### src/hdl/aspl_regs.vh
// Purpose: Offsets, fields, reset values and timing counts of the amplifier status block
// Assumes: 20 MHz system clock
// Notes: Register byte addresses are word aligned
`ifndef ASPL_REGS_VH
`define ASPL_REGS_VH
`define ASPL_CLK_HZ 20000000
// Register byte offsets
`define ASPL_OFF_CTRL 12'h000
`define ASPL_OFF_STATUS 12'h004
`define ASPL_OFF_CAUSE 12'h008
`define ASPL_OFF_TEMP 12'h00c
// Control fields
`define ASPL_CTRL_SLEEP 0
`define ASPL_CTRL_WAKE 1
`define ASPL_CTRL_SINGLE 2
`define ASPL_CTRL_RESET 32'h0000_0000
// Fault cause bits
`define ASPL_F_SUPPLY 0
`define ASPL_F_OVERCUR 1
`define ASPL_F_OVERHEAT 2
`define ASPL_F_SONIC 3
`define ASPL_F_ANALOG 4
`define ASPL_F_CONTROL 5
// Times in microseconds, counts in cycles
`define ASPL_CLIP_MIN_US 50000
`define ASPL_SLEEP_REL_US 100000
`define ASPL_RUN_REL_US 100000
`define ASPL_RESTART_US 500000
`define ASPL_US2CYC(t) ((t) * (`ASPL_CLK_HZ / 1000000))
`endif

### src/hdl/aspl_stretch.v
// Purpose: Holds a level for at least a minimum number of cycles
// Assumes: Event level is already synchronous
// Notes: Active output is high; caller drives the pin enable with it
`timescale 1ns/1ps
module aspl_stretch #(
  parameter W = 24,
  parameter [W-1:0] MIN_CYC = 24'd1
)
(
  input wire clock_i,
  input wire rst_n_i,
  input wire event_i,
  output wire hold_o
);
reg [W-1:0] cnt_reg;
reg hold_reg;
always @(posedge clock_i or negedge rst_n_i)
begin
  if (!rst_n_i)
  begin
    cnt_reg <= {W{1'b0}};
    hold_reg <= 1'b0;
  end
  else if (event_i)
  begin
    cnt_reg <= MIN_CYC - 1'b1;
    hold_reg <= 1'b1;
  end
  else if (cnt_reg != {W{1'b0}})
  begin
    cnt_reg <= cnt_reg - 1'b1;
  end
  else
  begin
    hold_reg <= 1'b0;
  end
end
assign hold_o = hold_reg;
endmodule // aspl_stretch

### src/hdl/aspl_sync.v
// Purpose: Two flip-flop synchroniser for a bus of levels
// Assumes: Inputs are asynchronous levels
// Notes: First stage read only by second stage
`timescale 1ns/1ps
module aspl_sync #(
  parameter W = 1
)
(
  input wire clock_i,
  input wire rst_n_i,
  input wire [W-1:0] async_i,
  output wire [W-1:0] sync_o
);
reg [W-1:0] meta_reg;
reg [W-1:0] sync_reg;
always @(posedge clock_i or negedge rst_n_i)
begin
  if (!rst_n_i)
  begin
    meta_reg <= {W{1'b0}};
    sync_reg <= {W{1'b0}};
  end
  else
  begin
    meta_reg <= async_i;
    sync_reg <= meta_reg;
  end
end
assign sync_o = sync_reg;
endmodule // aspl_sync

### src/hdl/aspl_top.v
// Purpose: Status indicators and protective restart sequencing of an amplifier module
// Assumes: One 20 MHz clock, APB register access, pins pulled up outside
// Notes: Open-drain pins are value low plus enable; the wire level is resolved outside
`timescale 1ns/1ps
`include "aspl_regs.vh"
module aspl_top #(
  parameter [31:0] CLIP_MIN_CYC = `ASPL_US2CYC(`ASPL_CLIP_MIN_US),
  parameter [31:0] SLEEP_REL_CYC = `ASPL_US2CYC(`ASPL_SLEEP_REL_US),
  parameter [31:0] RUN_REL_CYC = `ASPL_US2CYC(`ASPL_RUN_REL_US),
  parameter [31:0] RESTART_CYC = `ASPL_US2CYC(`ASPL_RESTART_US)
)
(
  input wire clock_i,
  input wire rst_n_i,
  input wire psel_i,
  input wire penable_i,
  input wire pwrite_i,
  input wire [11:0] paddr_i,
  input wire [31:0] pwdata_i,
  output reg [31:0] prdata_o,
  output wire pready_o,
  output wire pslverr_o,
  input wire [1:0] clip_detect_i,
  input wire supply_abnormal_i,
  input wire overcurrent_i,
  input wire amp_overheat_i,
  input wire supply_overheat_i,
  input wire amp_below_clear_i,
  input wire supply_below_clear_i,
  input wire sonic_excess_i,
  input wire analog_aux_overload_i,
  input wire control_aux_overload_i,
  input wire mains_present_i,
  input wire sleep_req_i,
  input wire remote_wake_i,
  input wire audio_presence_in_i,
  input wire checks_passed_i,
  output wire ch1_saturation_flag_n_o,
  output wire ch1_saturation_flag_oe_o,
  output wire ch2_saturation_flag_n_o,
  output wire ch2_saturation_flag_oe_o,
  output wire fault_flag_n_o,
  output wire fault_flag_oe_o,
  output wire sleep_flag_n_o,
  output wire sleep_flag_oe_o,
  output wire running_flag_n_o,
  output wire running_flag_oe_o,
  output wire power_stage_ok_n_o,
  output wire power_stage_ok_oe_o,
  output reg amp_enable_o,
  output reg analog_aux_enable_o,
  output reg control_aux_enable_o
);
////////////////////////////////////////////////////////////////////////////////
localparam ST_RUN = 4'b0001;
localparam ST_ANALOG = 4'b0010;
localparam ST_POWEROFF = 4'b0100;
localparam ST_WAIT = 4'b1000;
localparam NSYNC = 16;
wire [NSYNC-1:0] raw_in;
wire [NSYNC-1:0] syn;
wire [1:0] clip_s;
wire [5:0] cause;
wire wake_s;
wire sleep_s;
wire mains_s;
wire checks_s;
wire fault_any;
wire overheat_block;
wire [1:0] clip_hold;
wire sel_ok;
reg [31:0] ctrl_reg;
reg [5:0] cause_reg;
reg [3:0] state_reg;
reg [3:0] state_next;
reg [31:0] seq_cnt_reg;
reg overheat_latch_reg;
reg sleeping_reg;
reg sleep_flag_reg;
reg running_flag_reg;
reg [31:0] sleep_cnt_reg;
reg [31:0] run_cnt_reg;
reg fault_flag_reg;
reg stage_ok_reg;
////////////////////////////////////////////////////////////////////////////////
// Every outside status level crosses two flops first; APB inputs are used directly
assign raw_in = {checks_passed_i, mains_present_i, audio_presence_in_i, remote_wake_i, sleep_req_i,
  control_aux_overload_i, analog_aux_overload_i, sonic_excess_i, supply_below_clear_i,
  amp_below_clear_i, supply_overheat_i, amp_overheat_i, overcurrent_i, supply_abnormal_i, clip_detect_i};
aspl_sync #(
  .W(NSYNC)
) u_sync (
  .clock_i(clock_i),
  .rst_n_i(rst_n_i),
  .async_i(raw_in),
  .sync_o(syn)
);
assign clip_s = syn[1:0];
assign cause = {syn[10], syn[9], syn[8], syn[5] | syn[4], syn[3], syn[2]};
assign sleep_s = syn[11] | ctrl_reg[`ASPL_CTRL_SLEEP];
assign wake_s = syn[12] | syn[13] | ctrl_reg[`ASPL_CTRL_WAKE];
assign mains_s = syn[14];
assign checks_s = syn[15];
assign fault_any = |cause;
// Overheat keeps blocking until both sensors report cool
assign overheat_block = overheat_latch_reg & ~(syn[6] & syn[7]);
////////////////////////////////////////////////////////////////////////////////
// Clip stretchers, one per channel
genvar gi;
generate
  for (gi = 0; gi < 2; gi = gi + 1)
  begin : g_clip
    aspl_stretch #(
      .W(32),
      .MIN_CYC(CLIP_MIN_CYC)
    ) u_str (
      .clock_i(clock_i),
      .rst_n_i(rst_n_i),
      .event_i(clip_s[gi]),
      .hold_o(clip_hold[gi])
    );
  end
endgenerate
////////////////////////////////////////////////////////////////////////////////
// Protection sequencer
always @*
begin
  state_next = state_reg;
  case (state_reg)
    ST_RUN:
    begin
      if (cause[`ASPL_F_CONTROL])
        state_next = ST_POWEROFF;
      else if (cause[`ASPL_F_ANALOG])
        state_next = ST_ANALOG;
      else if (fault_any)
        state_next = ST_WAIT;
    end
    ST_ANALOG:
    begin
      if (!cause[`ASPL_F_ANALOG])
        state_next = ST_WAIT;
    end
    ST_POWEROFF:
    begin
      if (!cause[`ASPL_F_CONTROL])
        state_next = ST_WAIT;
    end
    ST_WAIT:
    begin
      if (cause[`ASPL_F_CONTROL])
        state_next = ST_POWEROFF;
      else if (fault_any || overheat_block)
        state_next = ST_WAIT;
      else if (seq_cnt_reg == 32'h0000_0000)
        state_next = ST_RUN;
    end
    default:
      state_next = ST_RUN;
  endcase
end
always @(posedge clock_i or negedge rst_n_i)
begin
  if (!rst_n_i)
  begin
    state_reg <= ST_RUN;
    seq_cnt_reg <= 32'h0000_0000;
    overheat_latch_reg <= 1'b0;
  end
  else
  begin
    state_reg <= state_next;
    if (state_next == ST_WAIT && (state_reg != ST_WAIT || fault_any || overheat_block))
      seq_cnt_reg <= RESTART_CYC;
    else if (seq_cnt_reg != 32'h0000_0000)
      seq_cnt_reg <= seq_cnt_reg - 32'h0000_0001;
    if (cause[`ASPL_F_OVERHEAT])
      overheat_latch_reg <= 1'b1;
    else if (syn[6] && syn[7])
      overheat_latch_reg <= 1'b0;
  end
end
////////////////////////////////////////////////////////////////////////////////
// Sleep, running and fault flags, enables and power stage ok
always @(posedge clock_i or negedge rst_n_i)
begin
  if (!rst_n_i)
  begin
    sleeping_reg <= 1'b0;
    sleep_flag_reg <= 1'b0;
    running_flag_reg <= 1'b0;
    sleep_cnt_reg <= 32'h0000_0000;
    run_cnt_reg <= 32'h0000_0000;
    fault_flag_reg <= 1'b0;
    stage_ok_reg <= 1'b0;
    amp_enable_o <= 1'b0;
    analog_aux_enable_o <= 1'b0;
    control_aux_enable_o <= 1'b0;
  end
  else
  begin
    sleeping_reg <= (sleep_s & ~wake_s) | ~mains_s;
    if (sleeping_reg)
    begin
      sleep_flag_reg <= 1'b1;
      sleep_cnt_reg <= SLEEP_REL_CYC;
    end
    else if (sleep_cnt_reg != 32'h0000_0000)
      sleep_cnt_reg <= sleep_cnt_reg - 32'h0000_0001;
    else
      sleep_flag_reg <= 1'b0;
    if (!sleeping_reg)
    begin
      running_flag_reg <= 1'b1;
      run_cnt_reg <= RUN_REL_CYC;
    end
    else if (run_cnt_reg != 32'h0000_0000)
      run_cnt_reg <= run_cnt_reg - 32'h0000_0001;
    else
      running_flag_reg <= 1'b0;
    fault_flag_reg <= (state_reg != ST_RUN) & (state_reg != ST_POWEROFF | cause[`ASPL_F_CONTROL]);
    amp_enable_o <= ~sleeping_reg & (state_reg == ST_RUN);
    analog_aux_enable_o <= ~sleeping_reg & (state_reg == ST_RUN | state_reg == ST_WAIT);
    control_aux_enable_o <= state_reg != ST_POWEROFF;
    stage_ok_reg <= ~sleeping_reg & (state_reg == ST_RUN) & ~fault_any & checks_s;
  end
end
////////////////////////////////////////////////////////////////////////////////
// Open-drain pins: value always low, enable only while pulling
assign ch1_saturation_flag_n_o = 1'b0;
assign ch1_saturation_flag_oe_o = clip_hold[0];
assign ch2_saturation_flag_n_o = 1'b0;
assign ch2_saturation_flag_oe_o = clip_hold[1] & ~ctrl_reg[`ASPL_CTRL_SINGLE];
assign fault_flag_n_o = 1'b0;
assign fault_flag_oe_o = fault_flag_reg;
assign sleep_flag_n_o = 1'b0;
assign sleep_flag_oe_o = sleep_flag_reg;
assign running_flag_n_o = 1'b0;
assign running_flag_oe_o = running_flag_reg;
assign power_stage_ok_n_o = 1'b0;
assign power_stage_ok_oe_o = stage_ok_reg;
////////////////////////////////////////////////////////////////////////////////
// APB slave, zero wait states
assign pready_o = 1'b1;
assign sel_ok = (paddr_i == `ASPL_OFF_CTRL) || (paddr_i == `ASPL_OFF_STATUS) ||
  (paddr_i == `ASPL_OFF_CAUSE) || (paddr_i == `ASPL_OFF_TEMP);
assign pslverr_o = psel_i & penable_i & ~sel_ok;
always @(posedge clock_i or negedge rst_n_i)
begin
  if (!rst_n_i)
  begin
    ctrl_reg <= `ASPL_CTRL_RESET;
    cause_reg <= 6'h00;
    prdata_o <= 32'h0000_0000;
  end
  else
  begin
    // Sticky cause: a new cause wins over a clear in the same cycle
    if (psel_i && penable_i && pwrite_i && paddr_i == `ASPL_OFF_CAUSE)
      cause_reg <= (cause_reg & ~pwdata_i[5:0]) | cause;
    else
      cause_reg <= cause_reg | cause;
    if (psel_i && penable_i && pwrite_i && paddr_i == `ASPL_OFF_CTRL)
      ctrl_reg <= {29'h0, pwdata_i[2:0]};
    if (psel_i && !penable_i && !pwrite_i)
    begin
      if (paddr_i == `ASPL_OFF_CTRL)
        prdata_o <= ctrl_reg;
      else if (paddr_i == `ASPL_OFF_STATUS)
        prdata_o <= {20'h0, state_reg, stage_ok_reg, running_flag_reg, sleep_flag_reg,
          fault_flag_reg, clip_hold, sleeping_reg, overheat_latch_reg};
      else if (paddr_i == `ASPL_OFF_CAUSE)
        prdata_o <= {26'h0, cause_reg};
      else if (paddr_i == `ASPL_OFF_TEMP)
        prdata_o <= {30'h0, syn[7], syn[6]};
      else
        prdata_o <= 32'h0000_0000;
    end
  end
end
endmodule // aspl_top

### config.mk
export PLATFORM = sky130hd
export DESIGN_NAME = aspl_top
export DESIGN_NICKNAME = d
export VERILOG_FILES = /design/src/hdl/aspl_stretch.v /design/src/hdl/aspl_sync.v /design/src/hdl/aspl_top.v
export VERILOG_INCLUDE_DIRS = /design/src /design/src/hdl
export SDC_FILE = /design/constraint.sdc
export NUM_CORES = 1
export LEC_CHECK = 0
export ABC_AREA = 0
export BUFFER_PORTS_ARGS = -buffer_cell sky130_fd_sc_hd__buf_2
export CAP_MARGIN = 10
export CORE_MARGIN = 2
export CORE_UTILIZATION = 40
export DETAILED_ROUTE_END_ITERATION = 7
export PLACE_DENSITY_LB_ADDON = 0.25
export SETUP_SLACK_MARGIN = 0.2
export SLEW_MARGIN = 20
export SYNTH_ARGS = -nofsm -noshare
export SYNTH_HDL_FRONTEND = slang
export SYNTH_SLANG_ARGS = --single-unit
### constraint.sdc
create_clock -name clock_i -period 8.4 [get_ports clock_i]
set_clock_uncertainty 0.2 [all_clocks]
set_input_delay 0.84 -clock clock_i [delete_from_list [all_inputs] [get_ports clock_i]]
set_output_delay 0.84 -clock clock_i [all_outputs]
set_load 0.02 [all_outputs]
==> impl_metrics.yaml, run 1 <==
status:
  outcome: "finished, final reports clean"
synthesis:
  ys_warn_count: 0
  synth_top_family_by_area: "simple AND/OR/NAND/NOR gates"
  synth.mux.area_fraction: 0.0268
  synth_adder_area_share: 0.00550
  syn_area_um2: 11400
  syn_avg_cell_area_um2: 10.1
  synth_top_area_frac: 0.500
  synthTopCellsByArea: "dfrtp_1, or3_1, or4_1, a21oi_1, o21ai_0"
  ys.flop_type: "dfrtp_1"
  yosys.area.top_type: "dfrtp_1"
  synth_xor_xnor_area_share: 0.0193
  synthArstFlopShare: 1.00
  synth_edf_count: 0
  synth_cell_types: 73
  synth_compound_area_frac: 0.138
  yosys_register_bits: 228
  synth-simple-area-share: 0.261
  yosysSeqAreaShare: 0.502
  synthCells: 1128
pwr:
  power.total_mw: 2.84
  peakVddDrop_mv: 0.130
  p_comb_frac: 0.125
  p_seq_frac: 0.440
  clkPwrFrac: 0.435
  p_int_mw: 2.08
  power.density_nw_per_um2: 222
  p_leak_nw: 5.02
  p_switching_uw: 764
  sw_frac_of_total: 0.269
setup_path:
  max_stage_delay_ns: 0.82
  worst-setup-path-type: "primary input to primary output"
  critPathRequiredTime_ns: 7.36
  crit_arrival_ns: 2.68
  critPathLaunchType: "primary input"
  crit_fanout: 6
  end_kind: "primary output"
  critPathBufInv: 2
  worstPathCellList: "buf_2, nor4_1, nand3_1, and3_1, buf_2"
  rrSetupSlack_ns: 5.05
  crit_slowest_cell: "nor4_1"
  critPathMostFrequentCell: "buf_2"
  cp_top_family: "simple AND/OR/NAND/NOR gates"
final_layout:
  fillCellCount: 2640
  layout-drive-gt1-share: 0.141
  largest_register_ffs: 64
  syn_to_final_growth_pct: 12.8
  fin_nets: 1237
route:
  viasPerCell: 5.64
  wl_per_cell_um: 15.9
  wl_um: 24900
  drt_pass1_iterations: 5
  post-route-drc-count: 0
  via_count: 8837
  postRouteAntennaNets: 0
  first_iter_violations: 442
clock_network:
  cts_num_sinks: 228
  numCtsBuffers: 26
  clockBufferDepth: 3
  clock_latency_ns: 0.54
  postCtsHoldBufs: 0
  cts-resized-gates: 0
  cts_tree: "yes"
  cts-root-buf: "clkbuf_16"
  htree_levels: 1
  post_cts_buffers: 0
  clk_pin_slew_ns: 0.06
global_routing:
  grt_max_degree: 106
  grt_pass1_vias: 8120
  grt_use_met1: 0.241
  met2_usage: 0.255
  grt.overflow.total: 0
  busiest_layer: "met2"
  track_usage: 0.165
  grt_pass1_wl_um: 41600
  grt_antenna_before_repair: 5
  grtUsageMet3: 0.0310
timing:
  rsz0062_at_grt: "no"
  layout_setup_ws_ns: 4.68
  slew_violations: 0
  fin_crit_sh: 0.443
  setup_viol: 0
  final.min_clock_period_ns: 3.72
  max-slew-margin-rel: 0.335
  setup_tns_ns: 0
  hold_slack_ns: 0.129
  fmax_mhz: 269
  hold_viol: 0
  tightest_slew_ns: 0.990
floorplan:
  die_h_um: 173
  initial_core_util: 0.408
  row_count: 61
  dieArea_um2: 29800
  core-area_um2: 27900
  die_w_um: 173
  io_pins: 114
place:
  gp_congestion: 0.772
  post-place-ws_ns: 4.74
  io_buffers: 60
  dp_hpwl_um: 16300
worst_hold_path:
  hold_class: "primary input to asynchronous set/reset pin"
run:
  drv_cap: 0
-- final timing paths --
kind / start / to / cells after the start
worst max-delay path: paddr_i[7] / pslverr_o / 5
worst min register to register: u_sync.meta_reg[2] / u_sync.sync_o[2] / 0
worst max register to register: g_clip[0].u_str.cnt_reg[0] / g_clip[0].u_str.cnt_reg[19] / 7
min in group clock_i: u_sync.meta_reg[2] / u_sync.sync_o[2] / 0
worst min-delay path: rst_n_i / sleep_cnt_reg[5] / 1
max in group asynchronous: rst_n_i / sleep_cnt_reg[11] / 2
-- stage by stage --
stage / area [um^2] / instances / utilization
after CTS: 12800 / 1564 / 0.460
after floorplan: 11500 / 1153 / -
after global routing: 12800 / 1565 / 0.460
after global placement: 11900 / 1517 / 0.426
after detailed placement: 11900 / 1517 / 0.426
final: 12800 / 1566 / 0.460
-- cell usage after synthesis (all sizes together) (4+ instances only) --
| library cell | count |
|---|---|
| mux2 | 7 |
| nand2b | 20 |
| o31a | 5 |
| o31ai | 36 |
| or4 | 65 |
| nand2 | 38 |
| or4b | 4 |
| nor4b | 9 |
| o21ai | 61 |
| clkbuf | 43 |
| a21oi | 78 |
| or3 | 89 |
| nand3b | 7 |
| xor2 | 14 |
| a211o | 4 |
| ha | 5 |
| inv | 24 |
| buf | 38 |
| or2 | 12 |
| nor2b | 10 |
| mux2i | 18 |
| nand4 | 16 |
| a21o | 6 |
| nor3 | 41 |
| o41ai | 13 |
| a22o | 6 |
| nand3 | 35 |
| nor4 | 43 |
| dfrtp | 227 |
| o211ai | 9 |
| nor2 | 73 |
| xnor2 | 11 |
| or3b | 8 |
-- logic make-up after synthesis --
| family | after synthesis |
|---|---|
| fa+ha+maj | 5 |
| xor+xnor | 25 |
| simple gates | 489 |
| flops | 228 |
| compound gates | 246 |
| other cells | 2 |
| mux | 27 |
| buf+inv | 106 |
-- layer usage --
metal,up-vias,wire length (um)
met3,46,1230
li1,4295,-
met2,145,11200
met4,6,393
met5,-,34
met1,4345,12100
-- power groups by stage --
stage	registers [mW]	logic (mW)	clock network, mW
after floorplan	1.24	0.285	0
after global placement	1.27	0.352	0
after detailed placement	1.27	0.360	0
after CTS	1.25	0.360	1.27
after global routing	1.26	0.402	1.32
final	1.25	0.355	1.24
-- final cells by class --
class                           count  area, um^2  share of cell area
Multi-Input combinational cell    819        5250               0.409
Antenna cell                        2        5.00            0.000390
Clock inverter                     13         195              0.0152
Inverter                           25        93.8             0.00732
Tap cell                          378         473              0.0369
Clock buffer                       34         742              0.0579
Timing Repair Buffer               67         363              0.0283
Sequential cell                   228        5710               0.445
-- layout by cell type, fill, tap and decap left out, types with 27 or more instances in the layout --
| master | Yosys | final |
|---|---|---|
| nor4_1 | 40 | 39 |
| nand3_1 | 35 | 35 |
| o21ai_0 | 60 | 60 |
| a21oi_1 | 78 | 78 |
| or3_1 | 88 | 88 |
| nor2_1 | 73 | 73 |
| nor3_1 | 41 | 41 |
| or4_1 | 60 | 60 |
| nand2_1 | 38 | 38 |
| conb_1 | 2 | 27 |
| clkbuf_16 | 0 | 27 |
| o31ai_1 | 36 | 35 |
| dfrtp_1 | 227 | 226 |
| buf_2 | 6 | 59 |
-- worst reg2reg max path, stage by stage (launching register included) --
cell and delay (ns):
dfrtp_1 0.42, inv_1 0.11, ha_1 0.16, or4b_2 0.71, or4_1 0.51, o311ai_2 0.67, nor4_1 0.08, or3_1 0.37
Power figures use the tool's default switching activity.
==> run 2: changes to the inputs <==
clock period = 3.87 ns   (was 8.4 ns; I/O delays follow)
==> run 2 against run 1 <==
Sequential share of layout area is 1.0 points lower. Setup slack worse by 3.9 ns. Die area stayed put. Register-to-register slack worse by 4.3 ns. Utilization is 1.1 points higher. Wire length is 2.6% higher. Sequential power is 120% higher. Combinational power is 130% higher. Clock-buffer cell count is 7 higher. Critical path type is now flop to flop.
==> impl_metrics.yaml, run 2 (synthesis gave the netlist of run 1 again) <==
floorplan:
  die_h_um: 173
  row_count: 61
  io_pins: 114
  core-area_um2: 27900
  initial_core_util: 0.408
  die_w_um: 173
  dieArea_um2: 29800
clock_network:
  cts_num_sinks: 228
  clockBufferDepth: 3
  htree_levels: 1
  numCtsBuffers: 28
  cts-resized-gates: 0
  cts_tree: "yes"
  clock_latency_ns: 0.57
  cts-root-buf: "clkbuf_16"
  clk_pin_slew_ns: 0.06
final_layout:
  instances_no_fill: 1602
  final_common_cell: "dfrtp_1"
  fillCellCount: 2641
  syn_to_final_growth_pct: 15.4
  final_cell_mix: "dfrtp_1, or3_1, a21oi_1"
  largest_register_ffs: 64
  antenna_cells: 0
  layout-drive-gt1-share: 0.142
  fin_nets: 1275
route:
  wl_per_cell_um: 16.0
  postRouteAntennaNets: 0
  drt_pass1_iterations: 5
  via_count: 9037
  first_iter_violations: 511
  viasPerCell: 5.64
  wl_um: 25600
  post-route-drc-count: 0
timing:
  setup_tns_ns: 0
  tightest_slew_ns: 1.01
  fin_crit_sh: 0.806
  fmax_mhz: 321
  final.min_clock_period_ns: 3.12
  rsz0062_at_grt: "no"
  hold_viol: 0
  setup_viol: 0
  slew_violations: 0
  max-slew-margin-rel: 0.319
setup_path:
  critPathLaunchType: "flop"
  end_kind: "flop"
  crit_arrival_ns: 3.35
  startpoint: "g_clip[0].u_str.cnt_reg[0]"
  crit_fanout: 11
  worst-setup-path-type: "flop to flop"
  max_stage_delay_ns: 0.72
  timing.rr.start: "g_clip[0].u_str.cnt_reg[0]"
  crit_slowest_cell: "or4b_2"
  critPathRequiredTime_ns: 4.10
  worstPathCellList: "inv_1, ha_1, or4b_2, nor3_1, nor4b_4, buf_4, or3_1, nand3_1"
place:
  io_buffers: 60
  gp_congestion: 0.772
  dpl.cell_count: 1527
  dp_hpwl_um: 16600
worst_hold_path:
  hold_class: "primary input to flop"
  min_from: "paddr_i[4]"
pwr:
  peakVddDrop_mv: 0.330
  p_leak_nw: 5.16
  power.density_nw_per_um2: 458
global_routing:
  grt_max_degree: 115
  grt_pass1_wl_um: 43700
  grt.overflow.total: 0
  track_usage: 0.173
  grt_pass1_vias: 8522
  grt_antenna_before_repair: 1
status:
  outcome: "finished, final reports clean"
run:
  drv_cap: 0
[run 2: changes by cell type in the layout (fill, tap and decap cells not counted), sizes merged]
| cell | previous run | this run |
|---|---|---|
| buf | 67 | 77 |
| diode | 2 | 0 |
| clkinvlp | 2 | 1 |
| bufinv | 5 | 0 |
| dlygate4sd3 | 0 | 26 |
| clkbuf | 34 | 41 |
| inv | 24 | 25 |
[run 2: path summary, 6_finish.rpt]
path                            slack [ns]                    endpoint  cells past startpoint
worst max register to register        0.75  g_clip[0].u_str.cnt_reg[2]                      8
worst max-delay path                  0.75  g_clip[0].u_str.cnt_reg[2]                      8
max in group asynchronous             2.34            u_sync.sync_o[1]                      3
worst min register to register        0.15           u_sync.sync_o[14]                      0
worst min-delay path                  0.02                 prdata_o[1]                      4
min in group asynchronous             0.30            sleep_cnt_reg[0]                      2
[run 2: layout make-up]
cell class | instances | area [um^2] | share of cell area
Tap cell | 378 | 473 | 0.0361
Clock inverter | 8 | 71.3 | 0.00544
Multi-Input combinational cell | 819 | 5240 | 0.399
Inverter | 25 | 93.8 | 0.00715
Clock buffer | 41 | 810 | 0.0617
Timing Repair Buffer | 103 | 723 | 0.0551
Sequential cell | 228 | 5710 | 0.435
[run 2: stage by stage]
| step | util | area, um^2 | setup WS (ns) | power, mW | hold slack (ns) |
|---|---|---|---|---|---|
| 2_1_floorplan | - | 11500 | 0.913 | 3.31 | -0.109 |
| 3_3_place_gp | 0.430 | 12000 | 0.703 | 3.52 | 0.133 |
| 3_5_place_dp | 0.430 | 12000 | 0.695 | 3.55 | 0.136 |
| 4_1_cts | 0.471 | 13100 | 0.744 | 6.08 | 0.0122 |
| 5_1_grt | 0.471 | 13100 | 0.412 | 6.30 | 0.0323 |
| 6_report | 0.471 | 13100 | 0.752 | 6.00 | 0.0159 |
[run 2: per-layer routing]
metal  vias up  share of wire  global-route usage
li1       4378              -                   -
met1      4489           0.48               0.246
met2       128           0.47               0.282
met3        40          0.032              0.0246
met4         2          0.020              0.0402
met5         -        0.00051                   0
[run 2: power by group]
part	total [mW]	switching, mW	internal (mW)
clock network	2.48	1.03	1.45
registers	2.72	0.183	2.54
logic	0.803	0.484	0.320
[run 2: what timing repair did]
item,CTS,global route
hold buffers,26,0
hold endpoints to repair,139,0
setup buffers,0,0
[run 2: critical path, delay by kind of cell (launching register included)]
| kind | cells | cell delay, ns |
|---|---|---|
| flip-flops | 1 | 0.42 |
| AND/OR/NAND/NOR | 5 | 1.85 |
| buffers and inverters | 2 | 0.35 |
| adder cells (fa/ha/maj) | 1 | 0.16 |
